$ cat config.mk
export PLATFORM = sky130hd
export DESIGN_NAME = external_bus_zone_interface
export DESIGN_NICKNAME = d
export VERILOG_FILES = /design/src/verilog/ext_bus_pkg.sv /design/src/verilog/external_bus_zone_interface.sv /design/src/verilog/ext_clock_divider.sv
export VERILOG_INCLUDE_DIRS = /design/src /design/src/verilog
export SDC_FILE = /design/constraint.sdc
export NUM_CORES = 1
export LEC_CHECK = 0
export BUFFER_PORTS_ARGS = -buffer_cell sky130_fd_sc_hd__buf_2
export CORE_AREA = 2 2 188 153
export DETAILED_ROUTE_END_ITERATION = 8
export DIE_AREA = 0 0 190 155
export PLACE_DENSITY = 0.73
export SLEW_MARGIN = 5
export SYNTH_ARGS = -nofsm -noshare
export SYNTH_HDL_FRONTEND = slang
export SYNTH_SLANG_ARGS = --single-unit
export TNS_END_PERCENT = 100
$ cat constraint.sdc
create_clock -name mclk -period 2.14 [get_ports mclk]
set_input_delay 0.428 -clock mclk [delete_from_list [all_inputs] [get_ports mclk]]
set_output_delay 0.428 -clock mclk [all_outputs]
set_load 0.01 [all_outputs]
$ cat src/verilog/ext_bus_map.svh
// Register offsets, fields, reset values and timing counts of the zone bus interface
`ifndef EXT_BUS_MAP_SVH
`define EXT_BUS_MAP_SVH
// Register byte addresses
`define REG_CONFIG_TWO   12'h000
`define REG_TIMING_Z01   12'h004
`define REG_TIMING_Z2    12'h008
`define REG_TIMING_Z67   12'h00C
`define REG_STATUS       12'h010
`define REG_XFER_ADDR    12'h014
`define REG_XFER_DATA    12'h018
`define REG_XFER_CTRL    12'h01C
// Config two fields
`define CFG_ZONE7_EN_BIT 0
`define CFG_READY_ASYNC  1
`define CFG_CLKMODE_LO   4
`define CFG_CLKMODE_HI   5
`define CFG_CLKOFF_BIT   3
`define CFG_RESET_VAL    32'h0000_0020
// Strap catch countdown: catch once the two-flop synchroniser holds the pin
`define MODE_CATCH_WAIT  2'h3
`define MODE_CATCH_NOW   2'h1
// Timing fields: lead [3:0], active [11:4], trail [15:12], use ready [16]
`define TIM_LEAD_LO      0
`define TIM_LEAD_HI      3
`define TIM_ACT_LO       4
`define TIM_ACT_HI       11
`define TIM_TRAIL_LO     12
`define TIM_TRAIL_HI     15
`define TIM_USE_READY    16
`define TIM_RESET_VAL    32'h0000_3FF3
// Transfer control fields
`define CTRL_GO_BIT      0
`define CTRL_WRITE_BIT   1
`define CTRL_ZONE_LO     4
`define CTRL_ZONE_HI     6
// Zone numbers
`define ZONE_0           3'h0
`define ZONE_1           3'h1
`define ZONE_2           3'h2
`define ZONE_6           3'h6
`define ZONE_7           3'h7
// AXI responses
`define RESP_OKAY        2'h0
`define RESP_SLVERR      2'h2
`endif

$ cat src/verilog/ext_bus_pkg.sv
// Types shared by the zone bus interface
package ext_bus_pkg;
  typedef enum logic [1:0] {
    CLK_FULL,
    CLK_HALF,
    CLK_QUARTER,
    CLK_QUARTER_B
  } clk_mode_e;
  typedef logic [31:0] word_t;
endpackage

$ cat src/verilog/external_bus_zone_interface.sv
// Zone chip-select bus master with strobe timing, ready, hold and AXI4-Lite registers
//
// Decided for this implementation: the AXI4-Lite interface to the registers and the address map.
`include "ext_bus_map.svh"

//////////////////////////////////////////////////////////////////////////////
module external_bus_zone_interface
  import ext_bus_pkg::*;
#(
  parameter int ADDR_W = 19,
  parameter int DATA_W = 16
) (
  input  wire logic                mclk,
  input  wire logic                reset_n,
  // AXI4-Lite slave
  input  wire logic [11:0]         s_axi_awaddr,
  input  wire logic                s_axi_awvalid,
  output logic                     s_axi_awready,
  input  wire ext_bus_pkg::word_t  s_axi_wdata,
  input  wire logic [3:0]          s_axi_wstrb,
  input  wire logic                s_axi_wvalid,
  output logic                     s_axi_wready,
  output logic [1:0]               s_axi_bresp,
  output logic                     s_axi_bvalid,
  input  wire logic                s_axi_bready,
  input  wire logic [11:0]         s_axi_araddr,
  input  wire logic                s_axi_arvalid,
  output logic                     s_axi_arready,
  output ext_bus_pkg::word_t       s_axi_rdata,
  output logic [1:0]               s_axi_rresp,
  output logic                     s_axi_rvalid,
  input  wire logic                s_axi_rready,
  // External pins
  input  wire logic                proc_mode_select_in,
  input  wire logic                bus_hold_request_n,
  output logic                     bus_hold_grant_n,
  output logic                     bus_hold_grant_oe,
  input  wire logic                access_ready_in,
  output logic [ADDR_W-1:0]        ext_address_bus,
  input  wire logic [DATA_W-1:0]   ext_data_bus_in,
  output logic [DATA_W-1:0]        ext_data_bus_out,
  output logic                     ext_data_bus_oe,
  output logic                     ctrl_bus_oe,
  output logic                     zone01_select_n,
  output logic                     zone_two_select_n,
  output logic                     zone67_select_n,
  output logic                     write_strobe_n,
  output logic                     read_strobe_n,
  output logic                     read_not_write,
  output logic                     ext_clock_output
);

  typedef enum logic [2:0] {
    S_IDLE,
    S_LEAD,
    S_ACTIVE,
    S_TRAIL,
    S_HOLD
  } xfer_state_e;

  //////////////////////////////////////////////////////////////////////////
  // Input synchronisers (two flops each)
  logic [1:0] holdSync_q;
  logic [1:0] readySync_q;
  logic [1:0] modeSync_q;
  logic [DATA_W-1:0] dataMeta_q;
  logic [DATA_W-1:0] dataSync_q;
  logic       readyRaw_q;

  always_ff @(posedge mclk or negedge reset_n) begin
    if (!reset_n) begin
      holdSync_q  <= 2'b11;
      readySync_q <= 2'b00;
      modeSync_q  <= 2'b00;
      dataMeta_q  <= '0;
      dataSync_q  <= '0;
      readyRaw_q  <= 1'b0;
    end else begin
      holdSync_q  <= {holdSync_q[0], bus_hold_request_n};
      readySync_q <= {readySync_q[0], access_ready_in};
      modeSync_q  <= {modeSync_q[0], proc_mode_select_in};
      dataMeta_q  <= ext_data_bus_in;
      dataSync_q  <= dataMeta_q;
      readyRaw_q  <= readySync_q[1];
    end
  end

  // Async mode sees ready one flop later, adding a settling stage
  logic readyOk;
  logic holdReq;

  //////////////////////////////////////////////////////////////////////////
  // Registers
  word_t cfg_q, cfg_d;
  word_t tim01_q, tim01_d, tim2_q, tim2_d, tim67_q, tim67_d;
  logic [ADDR_W-1:0] xAddr_q, xAddr_d;
  logic [DATA_W-1:0] xData_q, xData_d;
  logic [2:0] xZone_q, xZone_d;
  logic       xWrite_q, xWrite_d;
  logic       pend_q, pend_d;
  logic       zoneErr_q, zoneErr_d;
  logic [1:0] modeCatch_q, modeCatch_d;
  logic       grant_q, grant_d;
  logic       awHave_q, awHave_d, wHave_q, wHave_d;
  logic [11:0] awAddr_q, awAddr_d;
  word_t      wData_q, wData_d;
  logic       bValid_q, bValid_d;
  logic [1:0] bResp_q, bResp_d;
  logic       rValid_q, rValid_d;
  logic [1:0] rResp_q, rResp_d;
  word_t      rData_q, rData_d;
  logic       accessDone;

  function automatic word_t merge_word(input word_t oldV, input word_t newV,
                                       input logic [3:0] strb);
    word_t res;
    res = oldV;
    for (int i = 0; i < 4; i++) begin
      if (strb[i]) begin
        res[i*8 +: 8] = newV[i*8 +: 8];
      end
    end
    return res;
  endfunction

  // Zone is external when its select line exists; zone 7 only while zone 7 is enabled
  function automatic logic zone_mapped(input logic [2:0] z, input logic z7en);
    return (z == `ZONE_0) || (z == `ZONE_1) || (z == `ZONE_2) ||
           (z == `ZONE_6) || ((z == `ZONE_7) && z7en);
  endfunction

  // Register file and AXI4-Lite handshake
  always_comb begin
    cfg_d = cfg_q;
    tim01_d = tim01_q;
    tim2_d = tim2_q;
    tim67_d = tim67_q;
    xAddr_d = xAddr_q;
    xData_d = xData_q;
    xZone_d = xZone_q;
    xWrite_d = xWrite_q;
    pend_d = pend_q;
    zoneErr_d = zoneErr_q;
    modeCatch_d = (modeCatch_q != 2'h0) ? modeCatch_q - 2'h1 : 2'h0;
    awHave_d = awHave_q;
    wHave_d = wHave_q;
    awAddr_d = awAddr_q;
    wData_d = wData_q;
    bValid_d = bValid_q;
    bResp_d = bResp_q;
    rValid_d = rValid_q;
    rResp_d = rResp_q;
    rData_d = rData_q;
    // Earlier catch would take the synchroniser's reset value, not the pin
    if (modeCatch_q == `MODE_CATCH_NOW) begin
      cfg_d[`CFG_ZONE7_EN_BIT] = modeSync_q[1];
    end
    if (accessDone) begin
      pend_d = 1'b0;
      if (!xWrite_q) begin
        xData_d = dataSync_q;
      end
    end
    if (s_axi_awvalid && !awHave_q) begin
      awHave_d = 1'b1;
      awAddr_d = s_axi_awaddr;
    end
    if (s_axi_wvalid && !wHave_q) begin
      wHave_d = 1'b1;
      wData_d = s_axi_wdata;
    end
    if (s_axi_bready && bValid_q) begin
      bValid_d = 1'b0;
    end
    if (awHave_q && wHave_q && !bValid_q) begin
      awHave_d = 1'b0;
      wHave_d = 1'b0;
      bValid_d = 1'b1;
      bResp_d = `RESP_OKAY;
      unique case (awAddr_q)
        `REG_CONFIG_TWO: cfg_d = merge_word(cfg_q, wData_q, s_axi_wstrb);
        `REG_TIMING_Z01: tim01_d = merge_word(tim01_q, wData_q, s_axi_wstrb);
        `REG_TIMING_Z2:  tim2_d = merge_word(tim2_q, wData_q, s_axi_wstrb);
        `REG_TIMING_Z67: tim67_d = merge_word(tim67_q, wData_q, s_axi_wstrb);
        `REG_XFER_ADDR:  xAddr_d = wData_q[ADDR_W-1:0];
        `REG_XFER_DATA:  xData_d = wData_q[DATA_W-1:0];
        `REG_XFER_CTRL: begin
          if (wData_q[`CTRL_GO_BIT] && !pend_q) begin
            xZone_d = wData_q[`CTRL_ZONE_HI:`CTRL_ZONE_LO];
            xWrite_d = wData_q[`CTRL_WRITE_BIT];
            if (zone_mapped(wData_q[`CTRL_ZONE_HI:`CTRL_ZONE_LO],
                            cfg_q[`CFG_ZONE7_EN_BIT])) begin
              pend_d = 1'b1;
              zoneErr_d = 1'b0;
            end else begin
              zoneErr_d = 1'b1;
            end
          end
        end
        default: bResp_d = `RESP_SLVERR;
      endcase
    end
    if (rValid_q && s_axi_rready) begin
      rValid_d = 1'b0;
    end else if (s_axi_arvalid && !rValid_q) begin
      rValid_d = 1'b1;
      rResp_d = `RESP_OKAY;
      unique case (s_axi_araddr)
        `REG_CONFIG_TWO: rData_d = cfg_q;
        `REG_TIMING_Z01: rData_d = tim01_q;
        `REG_TIMING_Z2:  rData_d = tim2_q;
        `REG_TIMING_Z67: rData_d = tim67_q;
        `REG_STATUS:     rData_d = {28'h000_0000, zoneErr_q, ~holdSync_q[1],
                                    ~grant_q, pend_q};
        `REG_XFER_ADDR:  rData_d = {{(32-ADDR_W){1'b0}}, xAddr_q};
        `REG_XFER_DATA:  rData_d = {{(32-DATA_W){1'b0}}, xData_q};
        `REG_XFER_CTRL:  rData_d = {25'h000_0000, xZone_q, 2'h0, xWrite_q, pend_q};
        default: begin
          rData_d = 32'h0000_0000;
          rResp_d = `RESP_SLVERR;
        end
      endcase
    end
  end

  //////////////////////////////////////////////////////////////////////////
  // External access sequencer
  xfer_state_e st_q, st_d;
  logic [7:0] cnt_q, cnt_d;
  word_t tim;

  always_comb begin
    unique case (xZone_q)
      `ZONE_2: tim = tim2_q;
      `ZONE_6, `ZONE_7: tim = tim67_q;
      default: tim = tim01_q;
    endcase
  end

  assign holdReq = ~holdSync_q[1];
  assign readyOk = !tim[`TIM_USE_READY] ||
                   (cfg_q[`CFG_READY_ASYNC] ? readyRaw_q : readySync_q[1]);
  assign accessDone = (st_q == S_TRAIL) && (cnt_q == 8'h00);

  always_comb begin
    st_d = st_q;
    cnt_d = cnt_q;
    grant_d = grant_q;
    unique case (st_q)
      S_IDLE: begin
        if (pend_q) begin                     // queued access goes out before a grant
          st_d = S_LEAD;
          cnt_d = {4'h0, tim[`TIM_LEAD_HI:`TIM_LEAD_LO]};
        end else if (holdReq) begin
          st_d = S_HOLD;
          grant_d = 1'b1;
        end
      end
      S_LEAD: begin
        if (cnt_q == 8'h00) begin
          st_d = S_ACTIVE;
          cnt_d = tim[`TIM_ACT_HI:`TIM_ACT_LO];
        end else begin
          cnt_d = cnt_q - 8'h01;
        end
      end
      S_ACTIVE: begin
        if (cnt_q != 8'h00) begin
          cnt_d = cnt_q - 8'h01;
        end else if (readyOk) begin
          st_d = S_TRAIL;
          cnt_d = {4'h0, tim[`TIM_TRAIL_HI:`TIM_TRAIL_LO]};
        end
      end
      S_TRAIL: begin
        if (cnt_q == 8'h00) begin
          st_d = S_IDLE;                      // access completes before hold
        end else begin
          cnt_d = cnt_q - 8'h01;
        end
      end
      S_HOLD: begin
        if (!holdReq) begin
          st_d = S_IDLE;
          grant_d = 1'b0;
        end
      end
    endcase
  end

  //////////////////////////////////////////////////////////////////////////
  // Registered pin drivers
  logic sel01_q, sel2_q, sel67_q, wr_q, rd_q, rnw_q, dOe_q, cOe_q;
  logic [ADDR_W-1:0] aOut_q;
  logic inAccess_d;
  assign inAccess_d = (st_d == S_LEAD) || (st_d == S_ACTIVE) || (st_d == S_TRAIL);

  always_ff @(posedge mclk or negedge reset_n) begin
    if (!reset_n) begin
      st_q <= S_IDLE;
      cnt_q <= 8'h00;
      grant_q <= 1'b0;
      cfg_q <= `CFG_RESET_VAL;
      tim01_q <= `TIM_RESET_VAL;
      tim2_q <= `TIM_RESET_VAL;
      tim67_q <= `TIM_RESET_VAL;
      xAddr_q <= '0;
      xData_q <= '0;
      xZone_q <= `ZONE_0;
      xWrite_q <= 1'b0;
      pend_q <= 1'b0;
      zoneErr_q <= 1'b0;
      modeCatch_q <= `MODE_CATCH_WAIT;        // Catch strap once after release
      awHave_q <= 1'b0;
      wHave_q <= 1'b0;
      awAddr_q <= 12'h000;
      wData_q <= 32'h0000_0000;
      bValid_q <= 1'b0;
      bResp_q <= `RESP_OKAY;
      rValid_q <= 1'b0;
      rResp_q <= `RESP_OKAY;
      rData_q <= 32'h0000_0000;
      sel01_q <= 1'b1;
      sel2_q <= 1'b1;
      sel67_q <= 1'b1;
      wr_q <= 1'b1;
      rd_q <= 1'b1;
      rnw_q <= 1'b1;
      dOe_q <= 1'b0;
      cOe_q <= 1'b1;
      aOut_q <= '0;
    end else begin
      st_q <= st_d;
      cnt_q <= cnt_d;
      grant_q <= grant_d;
      cfg_q <= cfg_d;
      tim01_q <= tim01_d;
      tim2_q <= tim2_d;
      tim67_q <= tim67_d;
      xAddr_q <= xAddr_d;
      xData_q <= xData_d;
      xZone_q <= xZone_d;
      xWrite_q <= xWrite_d;
      pend_q <= pend_d;
      zoneErr_q <= zoneErr_d;
      modeCatch_q <= modeCatch_d;
      awHave_q <= awHave_d;
      wHave_q <= wHave_d;
      awAddr_q <= awAddr_d;
      wData_q <= wData_d;
      bValid_q <= bValid_d;
      bResp_q <= bResp_d;
      rValid_q <= rValid_d;
      rResp_q <= rResp_d;
      rData_q <= rData_d;
      // Selects and strobes high when idle
      sel01_q <= !(inAccess_d && (xZone_q == `ZONE_0 || xZone_q == `ZONE_1));
      sel2_q <= !(inAccess_d && xZone_q == `ZONE_2);
      sel67_q <= !(inAccess_d && (xZone_q == `ZONE_6 || xZone_q == `ZONE_7));
      wr_q <= !((st_d == S_ACTIVE) && xWrite_q);
      rd_q <= !((st_d == S_ACTIVE) && !xWrite_q);
      rnw_q <= !(inAccess_d && xWrite_q);
      dOe_q <= inAccess_d && xWrite_q && !grant_d;
      cOe_q <= !grant_d;                           // float while granted
      aOut_q <= xAddr_q;
    end
  end

  ext_clock_divider u_clkdiv (
    .mclk    (mclk),
    .reset_n (reset_n),
    .mode    (clk_mode_e'(cfg_q[`CFG_CLKMODE_HI:`CFG_CLKMODE_LO])),
    .clkOff  (cfg_q[`CFG_CLKOFF_BIT]),
    .clkOut  (ext_clock_output)
  );

  assign s_axi_awready = !awHave_q;
  assign s_axi_wready = !wHave_q;
  assign s_axi_bvalid = bValid_q;
  assign s_axi_bresp = bResp_q;
  assign s_axi_arready = !rValid_q;
  assign s_axi_rvalid = rValid_q;
  assign s_axi_rresp = rResp_q;
  assign s_axi_rdata = rData_q;
  assign bus_hold_grant_n = !grant_q;
  assign bus_hold_grant_oe = 1'b1;
  assign ext_address_bus = aOut_q;
  assign ext_data_bus_out = xData_q;
  assign ext_data_bus_oe = dOe_q;
  assign ctrl_bus_oe = cOe_q;
  assign zone01_select_n = sel01_q;
  assign zone_two_select_n = sel2_q;
  assign zone67_select_n = sel67_q;
  assign write_strobe_n = wr_q;
  assign read_strobe_n = rd_q;
  assign read_not_write = rnw_q;
endmodule

$ cat src/verilog/ext_clock_divider.sv
// Output clock divider for external wait-state logic
module ext_clock_divider
  import ext_bus_pkg::*;
(
  input  wire logic             mclk,
  input  wire logic             reset_n,
  input  wire ext_bus_pkg::clk_mode_e mode,
  input  wire logic             clkOff,
  output logic                  clkOut
);
  logic [1:0] divCnt_q;
  logic [1:0] divCnt_d;
  logic       clkOut_q;
  logic       clkOut_d;

  // Full rate is approximated by toggling a registered level on every mclk rising edge
  always_comb begin
    divCnt_d = divCnt_q + 2'h1;
    unique case (mode)
      CLK_FULL:    clkOut_d = ~clkOut_q;
      CLK_HALF:    clkOut_d = divCnt_q[0];
      default:     clkOut_d = divCnt_q[1];
    endcase
    if (clkOff) begin
      clkOut_d = 1'b0;
    end
  end

  always_ff @(posedge mclk or negedge reset_n) begin
    if (!reset_n) begin
      divCnt_q <= 2'h0;
      clkOut_q <= 1'b0;
    end else begin
      divCnt_q <= divCnt_d;
      clkOut_q <= clkOut_d;
    end
  end

  assign clkOut = clkOut_q;
endmodule

==> insert_results.sql <==
INSERT INTO impl_metrics (metric_group, metric, value, unit) VALUES
('status', 'run_status', 'finished, violations left', ''),
('status', 'violations', 'setup timing', ''),
('clocking', 'later_pin_clock_latency_in_the_skew_report', '0.53', 'ns'),
('worst_setup_path', 'worstSetupPathType', 'reg2reg', ''),
('drt', 'first_pass_iters', '5', ''),
('drt', 'wl_per_cell', '23.1', 'um'),
('layout', 'diode_insertion_count_for_antenna_repair', '0', ''),
('logic_synthesis', 'synth_edf_count', '0', ''),
('worst_setup_path', 'worst_ep_arrival_time', '2.76', 'ns'),
('clocking', 'clockBufferDepth', '3', ''),
('floorplan', 'dieHeight', '155', 'um'),
('placed_design', 'place_inst', '1698', ''),
('clocking', 'clock-root-buffer', 'sky130_fd_sc_hd__clkbuf_16', ''),
('floorplan', 'pin_count', '173', ''),
('drt', 'routed_vias', '10700', ''),
('clocking', 'cts_buffers', '35', ''),
('pwr', 'internal_dissipation', '12800', 'uW'),
('layout', 'nets', '1480', ''),
('pwr', 'power.share.clock', '31.4', '%'),
('clocking', 'cts_tree', 'yes', ''),
('logic_synthesis', 'synth.yosys.warnings', '0', ''),
('pwr', 'sequentialPowerShare', '44.7', '%'),
('pwr', 'power.share.combinational', '23.9', '%'),
('pwr', 'max-vdd-ir-drop', '0.747', 'mV'),
('sta', 'timing.clock.skew', '0.0242', 'ns'),
('clocking', 'clock_transition_at_the_registers_of_the_reported_paths', '0.06', 'ns'),
('global_routing', 'antenna_violations_before_repair', '0', ''),
('logic_synthesis', 'post_synth_inst_count', '1108', ''),
('worst_setup_path', 'worst_setup_end_kind', 'flip-flop', ''),
('pwr', 'p_sw_share', '32.4', '%'),
('global_routing', 'first_global_vias', '10600', ''),
('pwr', 'power.static_leakage', '0.00867', 'uW'),
('min_path', 'worstHoldPathType', 'in2reg', ''),
('logic_synthesis', 'synth.distinct_cells', '77', ''),
('clocking', 'tritoncts_num_sinks', '334', ''),
('floorplan', 'core_region_area', '0.0277', 'sq mm'),
('clocking', 'cts_htree_levels', '2', ''),
('sta', 'fin_tns_setup', '-12.93', 'ns'),
('layout', 'filler_cell_count', '1938', ''),
('floorplan', 'initial_standard_cell_utilization_of_the_core', '52.0', '%'),
('worst_setup_path', 'critical_path_required', '2.54', 'ns'),
('layout', 'flow.area_growth_from_synthesis', '31.3', '%'),
('drt', 'finalWirelength', '41300', 'um'),
('logic_synthesis', 'synth-seq-cells', '334', ''),
('global_routing', 'grt_max_degree', '82', ''),
('sta', 'report.final.setup_viol', '151', ''),
('placed_design', 'port_buffers', '169', ''),
('job', 'cap_violations', '0', ''),
('drt', 'drc', '0', ''),
('placed_design', 'gp_congestion', '0.925', ''),
('global_routing', 'gr_ovfl_total', '0', ''),
('pwr', 'power_density', '1000', 'mW/mm^2'),
('sta', 'actual_slew_at_the_worst_max_slew_pin', '0.597', 'ns'),
('floorplan', 'fp.dieW', '190', 'um'),
('worst_setup_path', 'crit_path_start_kind', 'flip-flop', ''),
('drt', 'drt.antenna.violating_nets', '0', ''),
('sta', 'timing.final.crit_share', '110', '%'),
('drt', 'post_drt_via_cell_ratio', '5.98', ''),
('floorplan', 'rows', '55', ''),
('sta', 'max-slew-margin-rel', '59.9', '%'),
('worst_setup_path', 'worst-r2r-setup-slack', '-0.22', 'ns'),
('layout', 'final-instance-count-excl-fill', '1790', ''),
('logic_synthesis', 'mapped_cell_area', '0.0144', 'sq mm'),
('sta', 'fmax', '0.424', 'GHz'),
('pwr', 'switching_power', '6150', 'uW'),
('worst_setup_path', 'worstPathMaxFanout', '5', ''),
('logic_synthesis', 'portion_of_the_post_synthesis_area_used_by_sequential_elements', '58.4', '%'),
('global_routing', 'grt_util_all_layers', '26.9', '%'),
('floorplan', 'dieArea', '0.0295', 'sq mm'),
('logic_synthesis', 'synth-main-ff-cell', 'sky130_fd_sc_hd__dfrtp_1', ''),
('logic_synthesis', 'async_reset_ff_share', '100', '%'),
('sta', 'final_critical_path_setup_slack', '-0.221', 'ns'),
('sta', 'timing.final.hold_violations', '0', ''),
('sta', 'rsz0062_at_grt', 'yes', ''),
('layout', 'proportion_of_layout_cells_with_a_drive_suffix_above_1', '49.4', '%'),
('pwr', 'total_chip_power', '19000', 'uW'),
('drt', 'drt_iter0_drc', '955', ''),
('sta', 'period_needed', '2.36', 'ns'),
('logic_synthesis', 'post_synth.cell_area_avg', '13.0', 'sq um'),
('sta', 'final-max-slew-violation-count', '0', ''),
('global_routing', 'first_pass_grt_wire_length', '61300', 'um'),
('placed_design', 'post-dp-hpwl', '28000', 'um');
==> final cells by class <==
type / instances / area [sq um] / area share (%)
flip-flops and latches: 334 / 8420 / 44.4
multi-input cells: 690 / 6470 / 34.2
repair buffers: 310 / 2380 / 12.5
clock buffers: 51 / 1010 / 5.32
well taps: 370 / 463 / 2.44
clock inverters: 13 / 119 / 0.628
inverters: 22 / 82.6 / 0.436
==> synthesized netlist by cell type (10+ instances only) <==
cell	n	share of area (%)
sky130_fd_sc_hd__a211oi_1	10	0.52
sky130_fd_sc_hd__a21oi_1	47	1.6
sky130_fd_sc_hd__a221o_1	14	0.97
sky130_fd_sc_hd__a22oi_1	22	1.1
sky130_fd_sc_hd__buf_1	10	0.26
sky130_fd_sc_hd__clkbuf_1	35	0.91
sky130_fd_sc_hd__dfrtp_1	286	50
sky130_fd_sc_hd__dfstp_2	48	8.7
sky130_fd_sc_hd__inv_1	22	0.57
sky130_fd_sc_hd__mux2_2	218	17
sky130_fd_sc_hd__mux2i_1	30	2.1
sky130_fd_sc_hd__nand2_1	43	1.1
sky130_fd_sc_hd__nand3_1	13	0.45
sky130_fd_sc_hd__nor2_1	55	1.4
sky130_fd_sc_hd__nor2_2	12	0.52
sky130_fd_sc_hd__o21ai_0	27	0.94
sky130_fd_sc_hd__o22ai_1	13	0.56
sky130_fd_sc_hd__or3_1	10	0.43
==> critical path: stages, from the launching register on <==
cell	delay (ns)
sky130_fd_sc_hd__dfrtp_1	0.37
sky130_fd_sc_hd__or4_4	0.56
sky130_fd_sc_hd__or2_4	0.28
sky130_fd_sc_hd__buf_12	0.13
sky130_fd_sc_hd__nor4b_4	0.22
sky130_fd_sc_hd__buf_6	0.19
sky130_fd_sc_hd__clkbuf_16	0.18
sky130_fd_sc_hd__mux2_4	0.30
==> cells by family (layout without fill, tap and decap cells) <==
family	count (synthesis)	after routing	share of synthesized area, %
muxes	254	254	20.0
buffers and inverters	85	396	2.60
AOI/OAI and AO/OA	209	209	10.3
other	2	3	0.0521
xor gates and xnor gates	4	4	0.243
DFF	334	334	58.4
adders and majority gates	1	1	0.0867
and+or+nand+nor	219	219	8.41
==> worst paths after layout <==
kind,startpoint,cells after the start,end
worst min register to register,dataMeta_q[13]$_DFF_PN0_,0,dataSync_q[13]$_DFF_PN0_
worst max-delay path,awAddr_q[10]$_DFFE_PN0P_,7,xAddr_q[4]$_DFFE_PN0P_
min in group asynchronous,reset_n,2,s_axi_bvalid$_DFFE_PN0P_
max in group asynchronous,reset_n,3,tim2_q[19]$_DFFE_PN0P_
worst min-delay path,ext_data_bus_in[8],1,dataMeta_q[8]$_DFF_PN0_
worst max register to register,awAddr_q[10]$_DFFE_PN0P_,7,xAddr_q[4]$_DFFE_PN0P_
==> power groups by stage <==
stage | Combinational [uW] | Sequential (uW) | Clock [uW]
CTS | 3970 | 8330 | 6040
floorplan | 2270 | 7940 | 0
global placement | 3810 | 8380 | 0
detailed placement | 3870 | 8420 | 0
global route | 4910 | 8600 | 6310
finish | 4540 | 8480 | 5960
==> flip-flops by register name (all words and copies together) (netlist names), 8 cells and up <==
register,count
xAddr_q,19
dataMeta_q,16
tim67_q,32
tim01_q,32
s_axi_rdata,32
ext_address_bus,19
ext_data_bus_out,16
dataSync_q,16
cfg_q,32
wData_q,32
tim2_q,32
cnt_q,8
awAddr_q,12
==> timing repair <==
item                       CTS  global route
setup endpoints to repair  166           178
gates cloned                 0             4
pin swaps                    4            29
resized for setup           28           167
hold endpoints to repair    44             0
hold buffers                 7             0
buffers inserted             3            16
==> per-layer routing <==
metal / global-route usage [%] / up-vias / routed length [um]
met4: 6.09 / 2 / 664
li1: - / 4663 / -
met3: 5.98 / 59 / 3350
met1: 40.0 / 5519 / 18600
met2: 40.6 / 456 / 18600
met5: 2.01 / - / 80
==> cells in the final DEF, fill, tap and decap left out, types with 5 or more instances in the layout <==
master	netlist	final
sky130_fd_sc_hd__nand3b_1	8	8
sky130_fd_sc_hd__nor3_2	5	5
sky130_fd_sc_hd__mux2i_1	30	30
sky130_fd_sc_hd__buf_4	6	88
sky130_fd_sc_hd__buf_12	0	27
sky130_fd_sc_hd__nor2b_1	6	5
sky130_fd_sc_hd__nor4_1	9	6
sky130_fd_sc_hd__a22oi_1	22	22
sky130_fd_sc_hd__nor3_1	8	6
sky130_fd_sc_hd__or3_1	10	10
sky130_fd_sc_hd__nand2b_1	8	7
sky130_fd_sc_hd__o21ai_0	27	26
sky130_fd_sc_hd__dfstp_2	48	48
sky130_fd_sc_hd__mux2_4	0	120
sky130_fd_sc_hd__clkinv_2	0	6
sky130_fd_sc_hd__dfrtp_1	286	286
sky130_fd_sc_hd__and2_1	7	7
sky130_fd_sc_hd__nand2_1	43	41
sky130_fd_sc_hd__a221oi_1	5	5
sky130_fd_sc_hd__o22ai_1	13	13
sky130_fd_sc_hd__clkbuf_16	0	39
sky130_fd_sc_hd__nor2_1	55	53
sky130_fd_sc_hd__a222oi_1	6	6
sky130_fd_sc_hd__a21oi_1	47	43
sky130_fd_sc_hd__mux2_2	218	99
sky130_fd_sc_hd__nor2_4	0	10
sky130_fd_sc_hd__a31oi_1	7	7
sky130_fd_sc_hd__o211ai_1	5	5
sky130_fd_sc_hd__dlygate4sd3_1	0	7
sky130_fd_sc_hd__mux4_2	5	5
sky130_fd_sc_hd__a221o_1	14	14
sky130_fd_sc_hd__buf_6	3	15
sky130_fd_sc_hd__inv_1	22	21
sky130_fd_sc_hd__a211oi_1	10	8
sky130_fd_sc_hd__clkbuf_1	35	11
sky130_fd_sc_hd__buf_2	7	168
sky130_fd_sc_hd__a22o_1	7	7
sky130_fd_sc_hd__nand3_1	13	9
==> through the flow <==
step                      utilization, %  worst slack, ns  hold WS [ns]  area (sq um)
final                               68.3           -0.221        0.0109         18900
after global routing                68.3           -0.318      0.000215         18900
after CTS                           65.2           -0.179      0.000685         18100
after global placement              60.2           -0.135         0.332         16700
after detailed placement            60.2           -0.227         0.335         16700
after floorplan                        -          -0.0565         0.132         14500
No activity file was read; power rests on OpenSTA's default activity.
